<file path="src/hw/rtw_consts.vh">
// Constants for the ripple timer, periodic interrupt and watchdog block.
// Assumes an 8-bit internal CPU bus with 16-bit addresses.
`ifndef RTW_CONSTS_VH
`define RTW_CONSTS_VH

// ----------------------------------------
// Register addresses
// ----------------------------------------
`define RTW_ADDR_TSC 16'h0008
`define RTW_ADDR_CNT 16'h0009
`define RTW_ADDR_WDS 16'h03f0

// ----------------------------------------
// Status/control field positions
// ----------------------------------------
`define RTW_B_OVF_FLAG 7
`define RTW_B_PER_FLAG 6
`define RTW_B_OVF_IE 5
`define RTW_B_PER_IE 4
`define RTW_B_OVF_ACK 3
`define RTW_B_PER_ACK 2
`define RTW_B_RATE_HI 1
`define RTW_B_RATE_LO 0
`define RTW_B_WD_SVC 0

// ----------------------------------------
// Reset values
// ----------------------------------------
`define RTW_RATE_RST 2'h3
`define RTW_BYTE_ZERO 8'h00

// ----------------------------------------
// Chain geometry and timing counts
// ----------------------------------------
`define RTW_PRE_BITS 2
`define RTW_CNT_BITS 8
`define RTW_CHAIN_BITS 17
`define RTW_OVF_TAP 5'h0a
`define RTW_PER_BASE 5'h0e
`define RTW_WD_BITS 4
`define RTW_WD_LIMIT 4'h8
`define RTW_DLY_BITS 12
`define RTW_DLY_LONG 12'hfe0
`define RTW_DLY_SHORT 12'h010

// ----------------------------------------
// Sequencer states
// ----------------------------------------
`define RTW_S_DELAY 2'h0
`define RTW_S_RUN 2'h1
`define RTW_S_STOP 2'h2

`endif

</file>
<file path="src/hw/rtw_chain.v">
// Free-running divider chain: prescaler, 8-bit counter and periodic taps.
// Assumes the ungated timer clock is clk_i itself; clear has priority over run.
`timescale 1ns/1ps
`default_nettype none
`include "rtw_consts.vh"

module rtw_chain #(
	parameter CHAIN_BITS = `RTW_CHAIN_BITS
) (
	input wire clk_i,             // Ungated timer clock
	input wire clr_i,             // Clear whole chain
	input wire run_i,             // Advance chain
	input wire [1:0] rate_i,      // Periodic tap select
	output wire [7:0] count_o,    // Visible 8-bit count
	output wire ovf_o,            // Counter wraps this cycle
	output wire tap_o             // Selected tap fires this cycle
);

	reg [CHAIN_BITS-1:0] chain;

	// True when every chain bit below position n is one
	function ones_below;
		input [CHAIN_BITS-1:0] v;
		input [4:0] n;
		integer k;
		begin
			ones_below = 1'b1;
			for (k = 0; k < CHAIN_BITS; k = k + 1) begin
				if ((k < n) && !v[k])
					ones_below = 1'b0;
			end
		end
	endfunction

	// Chain counter, one step per clock
	always @(posedge clk_i) begin
		if (clr_i) begin
			chain <= {CHAIN_BITS{1'b0}};
		end else if (run_i) begin
			chain <= chain + {{(CHAIN_BITS-1){1'b0}}, 1'b1};
		end
	end

	// Counter value and chain events
	assign count_o = chain[`RTW_PRE_BITS+`RTW_CNT_BITS-1:`RTW_PRE_BITS];
	assign ovf_o = run_i && !clr_i && ones_below(chain, `RTW_OVF_TAP);
	assign tap_o = run_i && !clr_i && ones_below(chain, `RTW_PER_BASE + {3'h0, rate_i});

endmodule
`default_nettype wire

</file>
<file path="src/hw/rtw_watchdog.v">
// Final watchdog stage counting eight periodic ticks.
// Assumes tick_i is a one-cycle pulse from the selected periodic tap.
`timescale 1ns/1ps
`default_nettype none
`include "rtw_consts.vh"

module rtw_watchdog (
	input wire clk_i,            // System clock
	input wire clr_i,            // Clear stage
	input wire en_i,             // Watchdog enabled by option
	input wire svc_i,            // Service pulse
	input wire tick_i,           // Periodic tick
	output reg bite_o            // Expiry pulse
);

	reg [`RTW_WD_BITS-1:0] wd_count;

	// Eight-tick counter; servicing clears only this stage
	always @(posedge clk_i) begin
		if (clr_i || !en_i) begin
			wd_count <= {`RTW_WD_BITS{1'b0}};
			bite_o <= 1'b0;
		end else if (svc_i) begin
			wd_count <= {`RTW_WD_BITS{1'b0}};
			bite_o <= 1'b0;
		end else if (tick_i && (wd_count == `RTW_WD_LIMIT - 4'h1)) begin
			wd_count <= {`RTW_WD_BITS{1'b0}};
			bite_o <= 1'b1;
		end else begin
			if (tick_i)
				wd_count <= wd_count + 4'h1;
			bite_o <= 1'b0;
		end
	end

endmodule
`default_nettype wire

</file>
<file path="src/hw/rtw_timer.v">
// Top of the ripple timer: register access, flags, reset and stop sequencing.
// Assumes the CPU bus runs on clk_i; strap and reset pins arrive asynchronously.
`timescale 1ns/1ps
`default_nettype none
`include "rtw_consts.vh"

// What this block does
// - Count up once per four timer clocks
// - Timer keeps running in wait or halt
// - Counter readable at $09, read-only, reset clears
// - Overflow flag set on counter wrap
// - Power-on delay 4064 or 16, then clear
// - External reset clears the whole chain
// - Periodic tap selects divide 2^14 to 2^17
// - Rate select bits reset to slowest rate
// - Periodic flag set when selected tap fires
// - Interrupt when any flag and enable set
// - Flags clear only through acknowledge bits
// - Acknowledge bits 2,3 write-only, read zero
// - Reset clears both flags and enables
// - Eight periodic ticks expire watchdog, internal reset
// - Timeout between seven and eight periods
// - Writing zero service bit clears final stage
// - Service address reads user memory byte
// - Watchdog enabled by fixed option bit
// - Stop clears timer; exit delays, clears, resumes
// - Halt option treats stop as wait
// - Timer runs in wait; interrupt wakes CPU
module rtw_timer (
	input wire clk_i,              // System and timer clock
	input wire rst_n_i,            // Power-on reset, active low
	input wire ext_rst_n_i,        // Reset pin, active low, async
	input wire wd_enable_i,        // Watchdog option strap, async
	input wire long_delay_i,       // Long startup delay strap, async
	input wire halt_mode_i,        // Stop-as-halt strap, async
	input wire stop_i,             // CPU entering stop, level
	input wire stop_exit_i,        // Wake request while stopped
	input wire [15:0] addr_i,      // Bus address
	input wire wr_en_i,            // Bus write strobe
	input wire rd_en_i,            // Bus read strobe
	input wire [7:0] wdata_i,      // Bus write data
	input wire [7:0] ee_byte_i,    // User memory byte at service address
	output reg [7:0] rdata_o,      // Bus read data, one cycle late
	output wire irq_o,             // Timer interrupt request
	output reg cpu_reset_o,        // Internal reset to the CPU
	output reg stab_busy_o         // Startup or wake delay running
);

	// ----------------------------------------
	// Pin synchronisers
	// ----------------------------------------
	reg [3:0] sync_a;
	reg [3:0] sync_b;
	wire ext_rst_act;
	wire wd_en;
	wire long_dly;
	wire halt_mode;

	// Two flops on every asynchronous pin
	always @(posedge clk_i) begin
		if (!rst_n_i) begin
			sync_a <= 4'h1;
			sync_b <= 4'h1;
		end else begin
			sync_a <= {halt_mode_i, long_delay_i, wd_enable_i, ext_rst_n_i};
			sync_b <= sync_a;
		end
	end

	assign ext_rst_act = !sync_b[0];
	assign wd_en = sync_b[1];
	assign long_dly = sync_b[2];
	assign halt_mode = sync_b[3];

	// ----------------------------------------
	// Sequencer and reset sources
	// ----------------------------------------
	reg [1:0] state;
	reg [1:0] next_state;
	reg [`RTW_DLY_BITS-1:0] dly_count;
	wire [`RTW_DLY_BITS-1:0] dly_last;
	wire dly_done;
	wire wd_bite;
	wire soft_rst;
	wire hard_rst;
	wire chain_clr;
	wire chain_run;
	wire running;

	// Internal resets: reset pin or watchdog expiry
	assign soft_rst = ext_rst_act || wd_bite;
	assign hard_rst = !rst_n_i || soft_rst;
	assign dly_last = (long_dly ? `RTW_DLY_LONG : `RTW_DLY_SHORT) - 12'h001;
	assign dly_done = (state == `RTW_S_DELAY) && (dly_count == dly_last);
	assign running = (state == `RTW_S_RUN);

	// Next state selection
	always @* begin
		next_state = state;
		case (state)
			`RTW_S_DELAY: begin
				if (dly_done)
					next_state = `RTW_S_RUN;
			end
			`RTW_S_RUN: begin
				if (stop_i && !halt_mode)
					next_state = `RTW_S_STOP;
			end
			`RTW_S_STOP: begin
				if (stop_exit_i)
					next_state = `RTW_S_DELAY;
			end
			default: begin
				next_state = `RTW_S_DELAY;
			end
		endcase
	end

	// State register and delay counter
	always @(posedge clk_i) begin
		if (hard_rst) begin
			state <= `RTW_S_DELAY;
			dly_count <= {`RTW_DLY_BITS{1'b0}};
		end else begin
			state <= next_state;
			if (next_state == `RTW_S_DELAY && state == `RTW_S_DELAY)
				dly_count <= dly_count + 12'h001;
			else
				dly_count <= {`RTW_DLY_BITS{1'b0}};
		end
	end

	// CPU reset held until the startup delay ends
	always @(posedge clk_i) begin
		if (hard_rst) begin
			cpu_reset_o <= 1'b1;
			stab_busy_o <= 1'b1;
		end else begin
			if (dly_done)
				cpu_reset_o <= 1'b0;
			stab_busy_o <= (next_state == `RTW_S_DELAY);
		end
	end

	// Chain runs in delay and run, held clear in stop
	assign chain_clr = hard_rst || dly_done || (state == `RTW_S_STOP);
	assign chain_run = (state != `RTW_S_STOP);

	// ----------------------------------------
	// Counter chain and watchdog stage
	// ----------------------------------------
	reg [1:0] rate_sel;
	wire [7:0] count_val;
	wire ovf_raw;
	wire tap_raw;
	wire ovf_evt;
	wire per_evt;
	wire wd_svc;
	wire tsc_wr;

	rtw_chain #(
		.CHAIN_BITS(`RTW_CHAIN_BITS)
	) u_chain (
		.clk_i(clk_i),
		.clr_i(chain_clr),
		.run_i(chain_run),
		.rate_i(rate_sel),
		.count_o(count_val),
		.ovf_o(ovf_raw),
		.tap_o(tap_raw)
	);

	// Events only count once the timer is running
	assign ovf_evt = ovf_raw && running;
	assign per_evt = tap_raw && running;

	// Writing zero to the service bit services the watchdog
	assign wd_svc = wr_en_i && (addr_i == `RTW_ADDR_WDS) && !wdata_i[`RTW_B_WD_SVC];

	rtw_watchdog u_watchdog (
		.clk_i(clk_i),
		.clr_i(chain_clr),
		.en_i(wd_en),
		.svc_i(wd_svc),
		.tick_i(per_evt),
		.bite_o(wd_bite)
	);

	// ----------------------------------------
	// Status/control register
	// ----------------------------------------
	reg ovf_flag;
	reg per_flag;
	reg ovf_ie;
	reg per_ie;
	wire ovf_ack;
	wire per_ack;

	assign tsc_wr = wr_en_i && (addr_i == `RTW_ADDR_TSC);
	assign ovf_ack = tsc_wr && wdata_i[`RTW_B_OVF_ACK];
	assign per_ack = tsc_wr && wdata_i[`RTW_B_PER_ACK];

	// Enables and rate bits written by software
	always @(posedge clk_i) begin
		if (hard_rst) begin
			ovf_ie <= 1'b0;
			per_ie <= 1'b0;
			rate_sel <= `RTW_RATE_RST;
		end else if (tsc_wr) begin
			ovf_ie <= wdata_i[`RTW_B_OVF_IE];
			per_ie <= wdata_i[`RTW_B_PER_IE];
			rate_sel <= {wdata_i[`RTW_B_RATE_HI], wdata_i[`RTW_B_RATE_LO]};
		end
	end

	// Sticky flags; a same-cycle event beats the acknowledge
	always @(posedge clk_i) begin
		if (hard_rst) begin
			ovf_flag <= 1'b0;
			per_flag <= 1'b0;
		end else begin
			ovf_flag <= ovf_evt || (ovf_flag && !ovf_ack);
			per_flag <= per_evt || (per_flag && !per_ack);
		end
	end

	// Single interrupt, also the wake source from wait
	assign irq_o = (ovf_flag && ovf_ie) || (per_flag && per_ie);

	// ----------------------------------------
	// Read data
	// ----------------------------------------
	reg [7:0] next_rdata;

	// Read mux; acknowledge bits always read zero
	always @* begin
		next_rdata = `RTW_BYTE_ZERO;
		case (addr_i)
			`RTW_ADDR_TSC: begin
				next_rdata[`RTW_B_OVF_FLAG] = ovf_flag;
				next_rdata[`RTW_B_PER_FLAG] = per_flag;
				next_rdata[`RTW_B_OVF_IE] = ovf_ie;
				next_rdata[`RTW_B_PER_IE] = per_ie;
				next_rdata[`RTW_B_RATE_HI] = rate_sel[1];
				next_rdata[`RTW_B_RATE_LO] = rate_sel[0];
			end
			`RTW_ADDR_CNT: begin
				next_rdata = count_val;
			end
			`RTW_ADDR_WDS: begin
				next_rdata = ee_byte_i;
			end
			default: begin
				next_rdata = `RTW_BYTE_ZERO;
			end
		endcase
	end

	// Registered read data, zero when not reading
	always @(posedge clk_i) begin
		if (!rst_n_i)
			rdata_o <= `RTW_BYTE_ZERO;
		else if (rd_en_i)
			rdata_o <= next_rdata;
		else
			rdata_o <= `RTW_BYTE_ZERO;
	end

endmodule
`default_nettype wire

</file>
<file path="config.mk">
export PLATFORM = sky130hd
export DESIGN_NAME = rtw_timer
export DESIGN_NICKNAME = d
export VERILOG_FILES = /design/src/hw/rtw_chain.v /design/src/hw/rtw_watchdog.v /design/src/hw/rtw_timer.v
export VERILOG_INCLUDE_DIRS = /design/src /design/src/hw
export SDC_FILE = /design/constraint.sdc
export NUM_CORES = 1
export LEC_CHECK = 0
export BUFFER_PORTS_ARGS = -buffer_cell sky130_fd_sc_hd__buf_4
export CAP_MARGIN = 20
export CORE_MARGIN = 2
export CORE_UTILIZATION = 25
export DETAILED_ROUTE_END_ITERATION = 8
export GPL_ROUTABILITY_DRIVEN = 0
export PLACE_DENSITY = 0.55
export SETUP_SLACK_MARGIN = 0.5
export SYNTH_ARGS = -nofsm -noshare
export SYNTH_HDL_FRONTEND = slang
export SYNTH_HIERARCHICAL = 1
export SYNTH_SLANG_ARGS = --single-unit
</file>
<file path="constraint.sdc">
create_clock -name clk_i -period 2.6 [get_ports clk_i]
set_clock_uncertainty 0.05 [all_clocks]
set_input_delay 0.39 -clock clk_i [delete_from_list [all_inputs] [get_ports clk_i]]
set_output_delay 0.39 -clock clk_i [all_outputs]
set_load 0.1 [all_outputs]
</file>
== Word-level counts from Yosys, hierarchy flattened ==
Index checks and enable logic that the tools add are counted.
Word-level totals
  register bits after elaboration: 60
  output and inout bits: 11
  word-level logic and storage cells: 156
Operators by class
  bitwise gates (word level): 1
  muxes and demuxes: 36
  equal/unequal tests: 8
  order comparisons: 17
  add/subtract/negate cells: 5
  reduce and logical (&&, ||, !) cells: 74
Operator list (count)
  < comparator 4 x 5 -> 1 bit (first input constant): 8
  logical AND 1 bit: 35
  equality test 16 x 4 -> 1 bit (second input constant): 2
  two-way mux 1 bit: 28
  logical NOT 1 bit: 25
  < comparator 3 x 5 -> 1 bit (first input constant): 4
  adder 17 x 1 -> 17 bit (second input constant): 1
  equality test 16 x 10 -> 1 bit (second input constant): 1
  adder 12 x 1 -> 12 bit (second input constant): 1
  equality test 12 bit: 1
  two-way mux 12 bit: 1
  case mux 2 bit (3 select lines): 2
  case mux 4 bit (3 select lines): 1
  subtractor 12 x 1 -> 12 bit (second input constant): 1
  < comparator 1 x 5 -> 1 bit (first input constant): 2
  < comparator 2 x 5 -> 1 bit (first input constant): 2
  logical OR 1 bit: 8
  two-way mux 2 bit: 3
  adder 4 x 2 -> 5 bit (first input constant): 1
  < comparator 5 bit (first input constant): 1
  adder 4 x 1 -> 4 bit (second input constant): 1
  equality test 4 x 3 -> 1 bit (second input constant): 1
  logical NOT 2 bit: 2
  case mux 2 bit (2 select lines): 1
  other kinds (7): 8

== Longest topological paths before layout ==
  word-level depth: 24
  gate-level depth with buffers: 13

== Cells and area by module ==
Netlist, hierarchy kept.
By module, submodules not included
  rtw_timer: cells an instance 188, times used 1, seq. area each 760.7 µm², area each 1706.6 µm²
  rtw_chain: cells an instance 104, times used 1, seq. area each 340.3 µm², area each 897.1 µm²
  rtw_watchdog: cells an instance 23, times used 1, seq. area each 100.1 µm², area each 217.7 µm²

== Worst setup path before layout ==
OpenSTA, ideal clock, no wires.
  path type: register to register
  start point: register dly_count[0]
  end point: register u_watchdog.wd_count[3]
  stages on the path, launching flop included: 14
  required time: 2.483 ns
  path slack: -0.136 ns
  clock period less this slack: 2.736 ns
  data arrival time: 2.620 ns
  setup time: 0.067 ns
  cell sequence: dfxtp_1 > ha_1 > nand3_1 > nor4_1 > nand2_1 > nand3_1 > clkbuf_1 > nand3b_1 > or4_1 > a21oi_1 > and2_1 > nand4_1 > or3_1 > a21oi_2
On the way
  longest elaborated chain between the ends: 10
  elaborated cells on any way between the ends: 11
Ends and longest elaborated chain
  start: declaration: RTL line rtw_timer.v:80  | reg [`RTW_DLY_BITS-1:0] dly_count;
  start signal: assignment: RTL line rtw_timer.v:123  | dly_count <= {`RTW_DLY_BITS{1'b0}};
  start signal: assignment: RTL line rtw_timer.v:127  | dly_count <= dly_count + 12'h001;
  start signal: assignment: RTL line rtw_timer.v:129  | dly_count <= {`RTW_DLY_BITS{1'b0}};
  equality test 12 bit *: RTL line rtw_timer.v:94  | assign dly_done = (state == `RTW_S_DELAY) && (dly_count == dly_last);
  logical AND 1 bit *: RTL line rtw_timer.v:94
  logical OR 1 bit * (2 in a row): RTL line rtw_timer.v:146  | assign chain_clr = hard_rst || dly_done || (state == `RTW_S_STOP);
  net chain_clr: RTL line rtw_timer.v:86  | wire chain_clr;
  logical NOT 1 bit *: RTL line rtw_chain.v:47  | assign tap_o = run_i && !clr_i && ones_below(chain, `RTW_PER_BASE + {3'h0, rate_i});
  logical AND 1 bit * (2 in a row): RTL line rtw_chain.v:47
  net tap_raw: RTL line rtw_timer.v:155  | wire tap_raw;
  logical AND 1 bit *: RTL line rtw_timer.v:175  | assign per_evt = tap_raw && running;
  net per_evt: RTL line rtw_timer.v:157  | wire per_evt;
  logical AND 1 bit: RTL line rtw_watchdog.v:26  | end else if (tick_i && (wd_count == `RTW_WD_LIMIT - 4'h1)) begin
  OR reduction 3 bit (no source line)
  end signal: assignment: RTL line rtw_watchdog.v:24  | wd_count <= {`RTW_WD_BITS{1'b0}};
  end signal: assignment: RTL line rtw_watchdog.v:27  | wd_count <= {`RTW_WD_BITS{1'b0}};
  end signal: assignment: RTL line rtw_watchdog.v:31  | wd_count <= wd_count + 4'h1;
  end: declaration: RTL line rtw_watchdog.v:16  | reg [`RTW_WD_BITS-1:0] wd_count;
Mark *: on every way through the listed nets, which the timed path passes. The rest lies on a longest branch.
A chain may end at the register's enable or synchronous reset.

== Final worst setup path ==
  start point: register dly_count[10]
  end point: register cpu_reset_o
On the way
  longest elaborated chain between the ends: 2
Ends and longest elaborated chain
  equality test 12 bit: RTL line rtw_timer.v:94
  logical AND 1 bit: RTL line rtw_timer.v:94
  end signal: assignment: RTL line rtw_timer.v:136  | cpu_reset_o <= 1'b1;
  end signal: assignment: RTL line rtw_timer.v:140  | cpu_reset_o <= 1'b0;
  end: declaration: RTL line rtw_timer.v:45  | output reg cpu_reset_o,
No other way between the ends.

==> impl_results.rst <==
.. list-table::
   :header-rows: 1

   * - Metric
     - Value
   * - Cell area after technology mapping
     - 2820 sq um
   * - Yosys top cell by area
     - dfxtp_1
   * - Number of warnings issued by yosys
     - 6
   * - Critical path class
     - reg -> reg
   * - Hold Crit Start
     - ext_rst_n_i
   * - Avg Inst Size Synth
     - 8.96 sq um
   * - Die width
     - 110 um
   * - Initial core utilization
     - 25.8%
   * - Critical R2R Capture
     - cpu_reset_o$_SDFFE_PP1P_
   * - Post-detailed-route count of antenna-violating nets
     - 0
   * - Worst hold slack
     - 0.203 ns
   * - Max-capacitance violation count
     - 0
   * - Fraction of the yosys area taken by sequential cells
     - 42.6%
   * - Startpoint type of the worst setup path
     - flop
   * - Multi-input gate area in the final layout
     - 1560 sq um
   * - Final sum of negative setup slack
     - 0 ns
   * - Prevailing post-synth register cell
     - dfxtp_1
   * - Initial antenna violation count
     - 0
   * - Share of layout cells above drive strength 1
     - 34.9%
   * - Die area
     - 12200 sq um
   * - Maximum net fanout on the critical path
     - 3
   * - Crit path arrival time
     - 2.60 ns
   * - Cell breakdown of the critical path
     - or4_4 -> o32ai_4 -> nand2_2 -> buf_4 -> buf_4 -> buf_4 -> buf_4 -> buf_4 -> buf_4 -> buf_4 -> buf_4 -> a21o_1
   * - Cell row count
     - 38
   * - Synthesized netlist net count
     - 361
   * - Post-layout nets
     - 434
   * - Detail-routed via count per cell
     - 4.69
   * - Most Frequent Cell on Critical Path
     - buf_4
   * - Clock slew at reported path FFs
     - 0.05 ns
   * - Start of the worst register-to-register path
     - dly_count[10]$_SDFF_PP0_
   * - Sequential cell area
     - 1220 sq um
   * - Largest delay contributor family on the critical path
     - buffers and inverters
   * - RSZ-0062 raised after global routing
     - yes
   * - Grt total ovfl
     - 0
   * - Worst max-slew margin expressed relative to the limit
     - 74.2%
   * - Height of the die
     - 110 um
   * - Maximum clock path buffer count
     - 2
   * - Clock H-tree levels
     - 3
   * - Most frequent cells in the layout
     - 81 x buf_4, 51 x dfxtp_1, 37 x nor2_1, 27 x nand3_1, 17 x a21oi_1
   * - Number of enable flip-flop cells after synthesis
     - 0
   * - Nature of the critical path endpoint
     - flop
   * - Worst vdd rail ir drop
     - 360 uV
   * - Outcome
     - finished, final reports clean
   * - HPWL after detailed placement
     - 4740 um
   * - Total routing usage reported by global routing
     - 11.4%
   * - Worst-Margin Slew
     - 0.386 ns
   * - Synth Register Bits
     - 60
   * - Period Utilization, post-route
     - 93.3%
   * - Final Hold Fails
     - 0
   * - Number of cells produced by synthesis
     - 315
   * - Count of pins over their slew limit
     - 0
   * - R2r setup slk
     - 0.17 ns
   * - Worst hold endpoint
     - sync_a[0]$_SDFF_PN1_
   * - Clock latency on the worst-skew pair
     - 0.33 ns
   * - Pwr/cell area
     - 548 nW/um^2
   * - Average routed wire per standard cell
     - 12.7 um
   * - TritonCTS clock tree
     - done
   * - Antenna Diode Count
     - 0
   * - Drt pass-1 iters
     - 4
   * - Number of top-level pins
     - 53
   * - Lkg Pwr
     - 1.44 nW
   * - IO buf count
     - 50
   * - Number of global-route vias before repair
     - 2410
   * - Clock buffer count from CTS
     - 9
   * - Worst R2R Path Depth
     - 12
   * - Slowest-stage cell, CP
     - or4_4
   * - Worst hold path type
     - in -> reg
   * - Final critical-path required period
     - 2.43 ns
   * - Num Clock Sinks
     - 60
   * - Async set or reset register ratio after synthesis
     - 0%
   * - Global-route wire length before repair
     - 10800 um
   * - Required time worst endpoint
     - 2.77 ns
   * - Hold path cells
     - 2
   * - Buffer type at the clock tree root
     - clkbuf_16
   * - CP Buf/Inv Count
     - 8
   * - Critical Path Max Stage Delay
     - 0.56 ns
   * - Placeable core area
     - 10900 sq um
   * - Pin count of the biggest net entering global routing
     - 20
   * - Area share of the leading cell type in the synthesized netlist
     - 42.6%
   * - Violation count after the first detailed-routing iteration
     - 137
   * - Leading post-synthesis cells by cell area
     - dfxtp_1 43%, nand3_1 5.5%, nor2_1 4.9%
   * - Yosys cell types
     - 47
   * - Wire length after detailed routing
     - 6740 um
   * - Vias post-DR
     - 2493
   * - Final setup fails
     - 0
   * - Final routed DRC violation total
     - 0
   * - Layout fillers
     - 1125
   * - Most common cell after layout, fill and taps aside
     - buf_4
   * - Area added between synthesis and finish
     - 37.3%
   * - Maximum clock rate
     - 412 MHz
## worst max-delay path by stage
stage | cells after the start | end | startpoint
4_1_cts | 12 | cpu_reset_o$_SDFFE_PP1P_ | dly_count[10]$_SDFF_PP0_
3_5_place_dp | 12 | u_watchdog/wd_count[3]$_SDFFE_PP0P_ | dly_count[0]$_SDFF_PP0_
5_1_grt | 12 | u_watchdog/wd_count[3]$_SDFFE_PP0P_ | dly_count[1]$_SDFF_PP0_
6_report | 12 | cpu_reset_o$_SDFFE_PP1P_ | dly_count[10]$_SDFF_PP0_
3_3_place_gp | 12 | u_watchdog/wd_count[3]$_SDFFE_PP0P_ | dly_count[0]$_SDFF_PP0_
2_1_floorplan | 13 | u_watchdog/wd_count[3]$_SDFFE_PP0P_ | dly_count[0]$_SDFF_PP0_
## routing by layer
| layer | global-route usage, % | vias up | part of all wire, % |
|---|---|---|---|
| li1 | - | 1264 | - |
| met1 | 15.0 | 1173 | 48 |
| met2 | 17.8 | 51 | 47 |
| met3 | 3.76 | 5 | 5.0 |
| met4 | 3.57 | 0 | 0.59 |
| met5 | 0 | - | 0 |
## Yosys cell counts (4+ instances only)
| master | count |
|---|---|
| dfxtp_1 | 60 |
| nor2_1 | 37 |
| nand3_1 | 31 |
| a21oi_1 | 19 |
| nand2_1 | 16 |
| xnor2_1 | 13 |
| nand4_1 | 12 |
| buf_4 | 10 |
| o21ai_0 | 10 |
| inv_1 | 9 |
| and2_1 | 8 |
| xor2_1 | 7 |
| mux2_2 | 6 |
| and4_1 | 5 |
| buf_2 | 5 |
| nand2b_1 | 5 |
| or4_1 | 5 |
| ha_1 | 4 |
| nand3b_1 | 4 |
| nor4_1 | 4 |
## state kept, by name, indices dropped and copies added (netlist names)
signal	count
stab_busy_o	1
dly_count	12
per_flag	1
sync_a	4
per_ie	1
state	2
u_chain/chain	17
ovf_flag	1
u_watchdog/wd_count	4
ovf_ie	1
cpu_reset_o	1
sync_b	4
u_watchdog/bite_o	1
rdata_o	8
rate_sel	2
## stage by stage
stage	cells	power, mW	utilization, %	area, sq um	setup slack, ns
after global placement	498	1.08	31.0	3390	0.145
final	532	2.12	35.4	3870	0.174
after global routing	532	2.21	35.4	3870	0.110
after detailed placement	498	1.08	31.0	3390	0.135
after floorplan	315	1.02	-	2880	0.0965
after CTS	529	2.15	35.1	3840	0.223
## final cells by class
class                           instances  area share, %
Multi-Input combinational cell        226           40.3
Sequential cell                        60           31.4
Timing Repair Buffer                   82           16.0
Clock buffer                            9           5.81
Tap cell                              140           4.52
Clock inverter                          6           1.07
Inverter                                9          0.872
## worst register-to-register path, cell delays in order (launching register included)
cell and delay [ns]:
dfxtp_2 0.33, or4_4 0.56, o32ai_4 0.15, nand2_2 0.10, buf_4 0.14, buf_4 0.12
buf_4 0.12, buf_4 0.12, buf_4 0.12, buf_4 0.12, buf_4 0.12, buf_4 0.12
a21o_1 0.16
## repair_timing
action	4_1_cts	5_1_grt
hold buffers	0	0
gates resized for setup	17	6
pin swaps	7	5
buffers inserted	16	3
endpoints found under the setup margin	7	9
## where the power goes
part | internal [mW] | switching, mW
clock network | 0.637 | 0.420
logic | 0.0708 | 0.0547
registers | 0.932 | 0.00978
total | 1.64 | 0.485
## logic make-up after synthesis
logic type,Yosys count,synth area share (%)
simple gates,150,30.2
flops,60,42.6
mux,8,3.10
buf+inv,29,5.94
fa+ha+maj,4,1.77
xor+xnor,20,6.21
compound gates,44,10.2
Note: power is estimated with default switching activity, not from simulation.
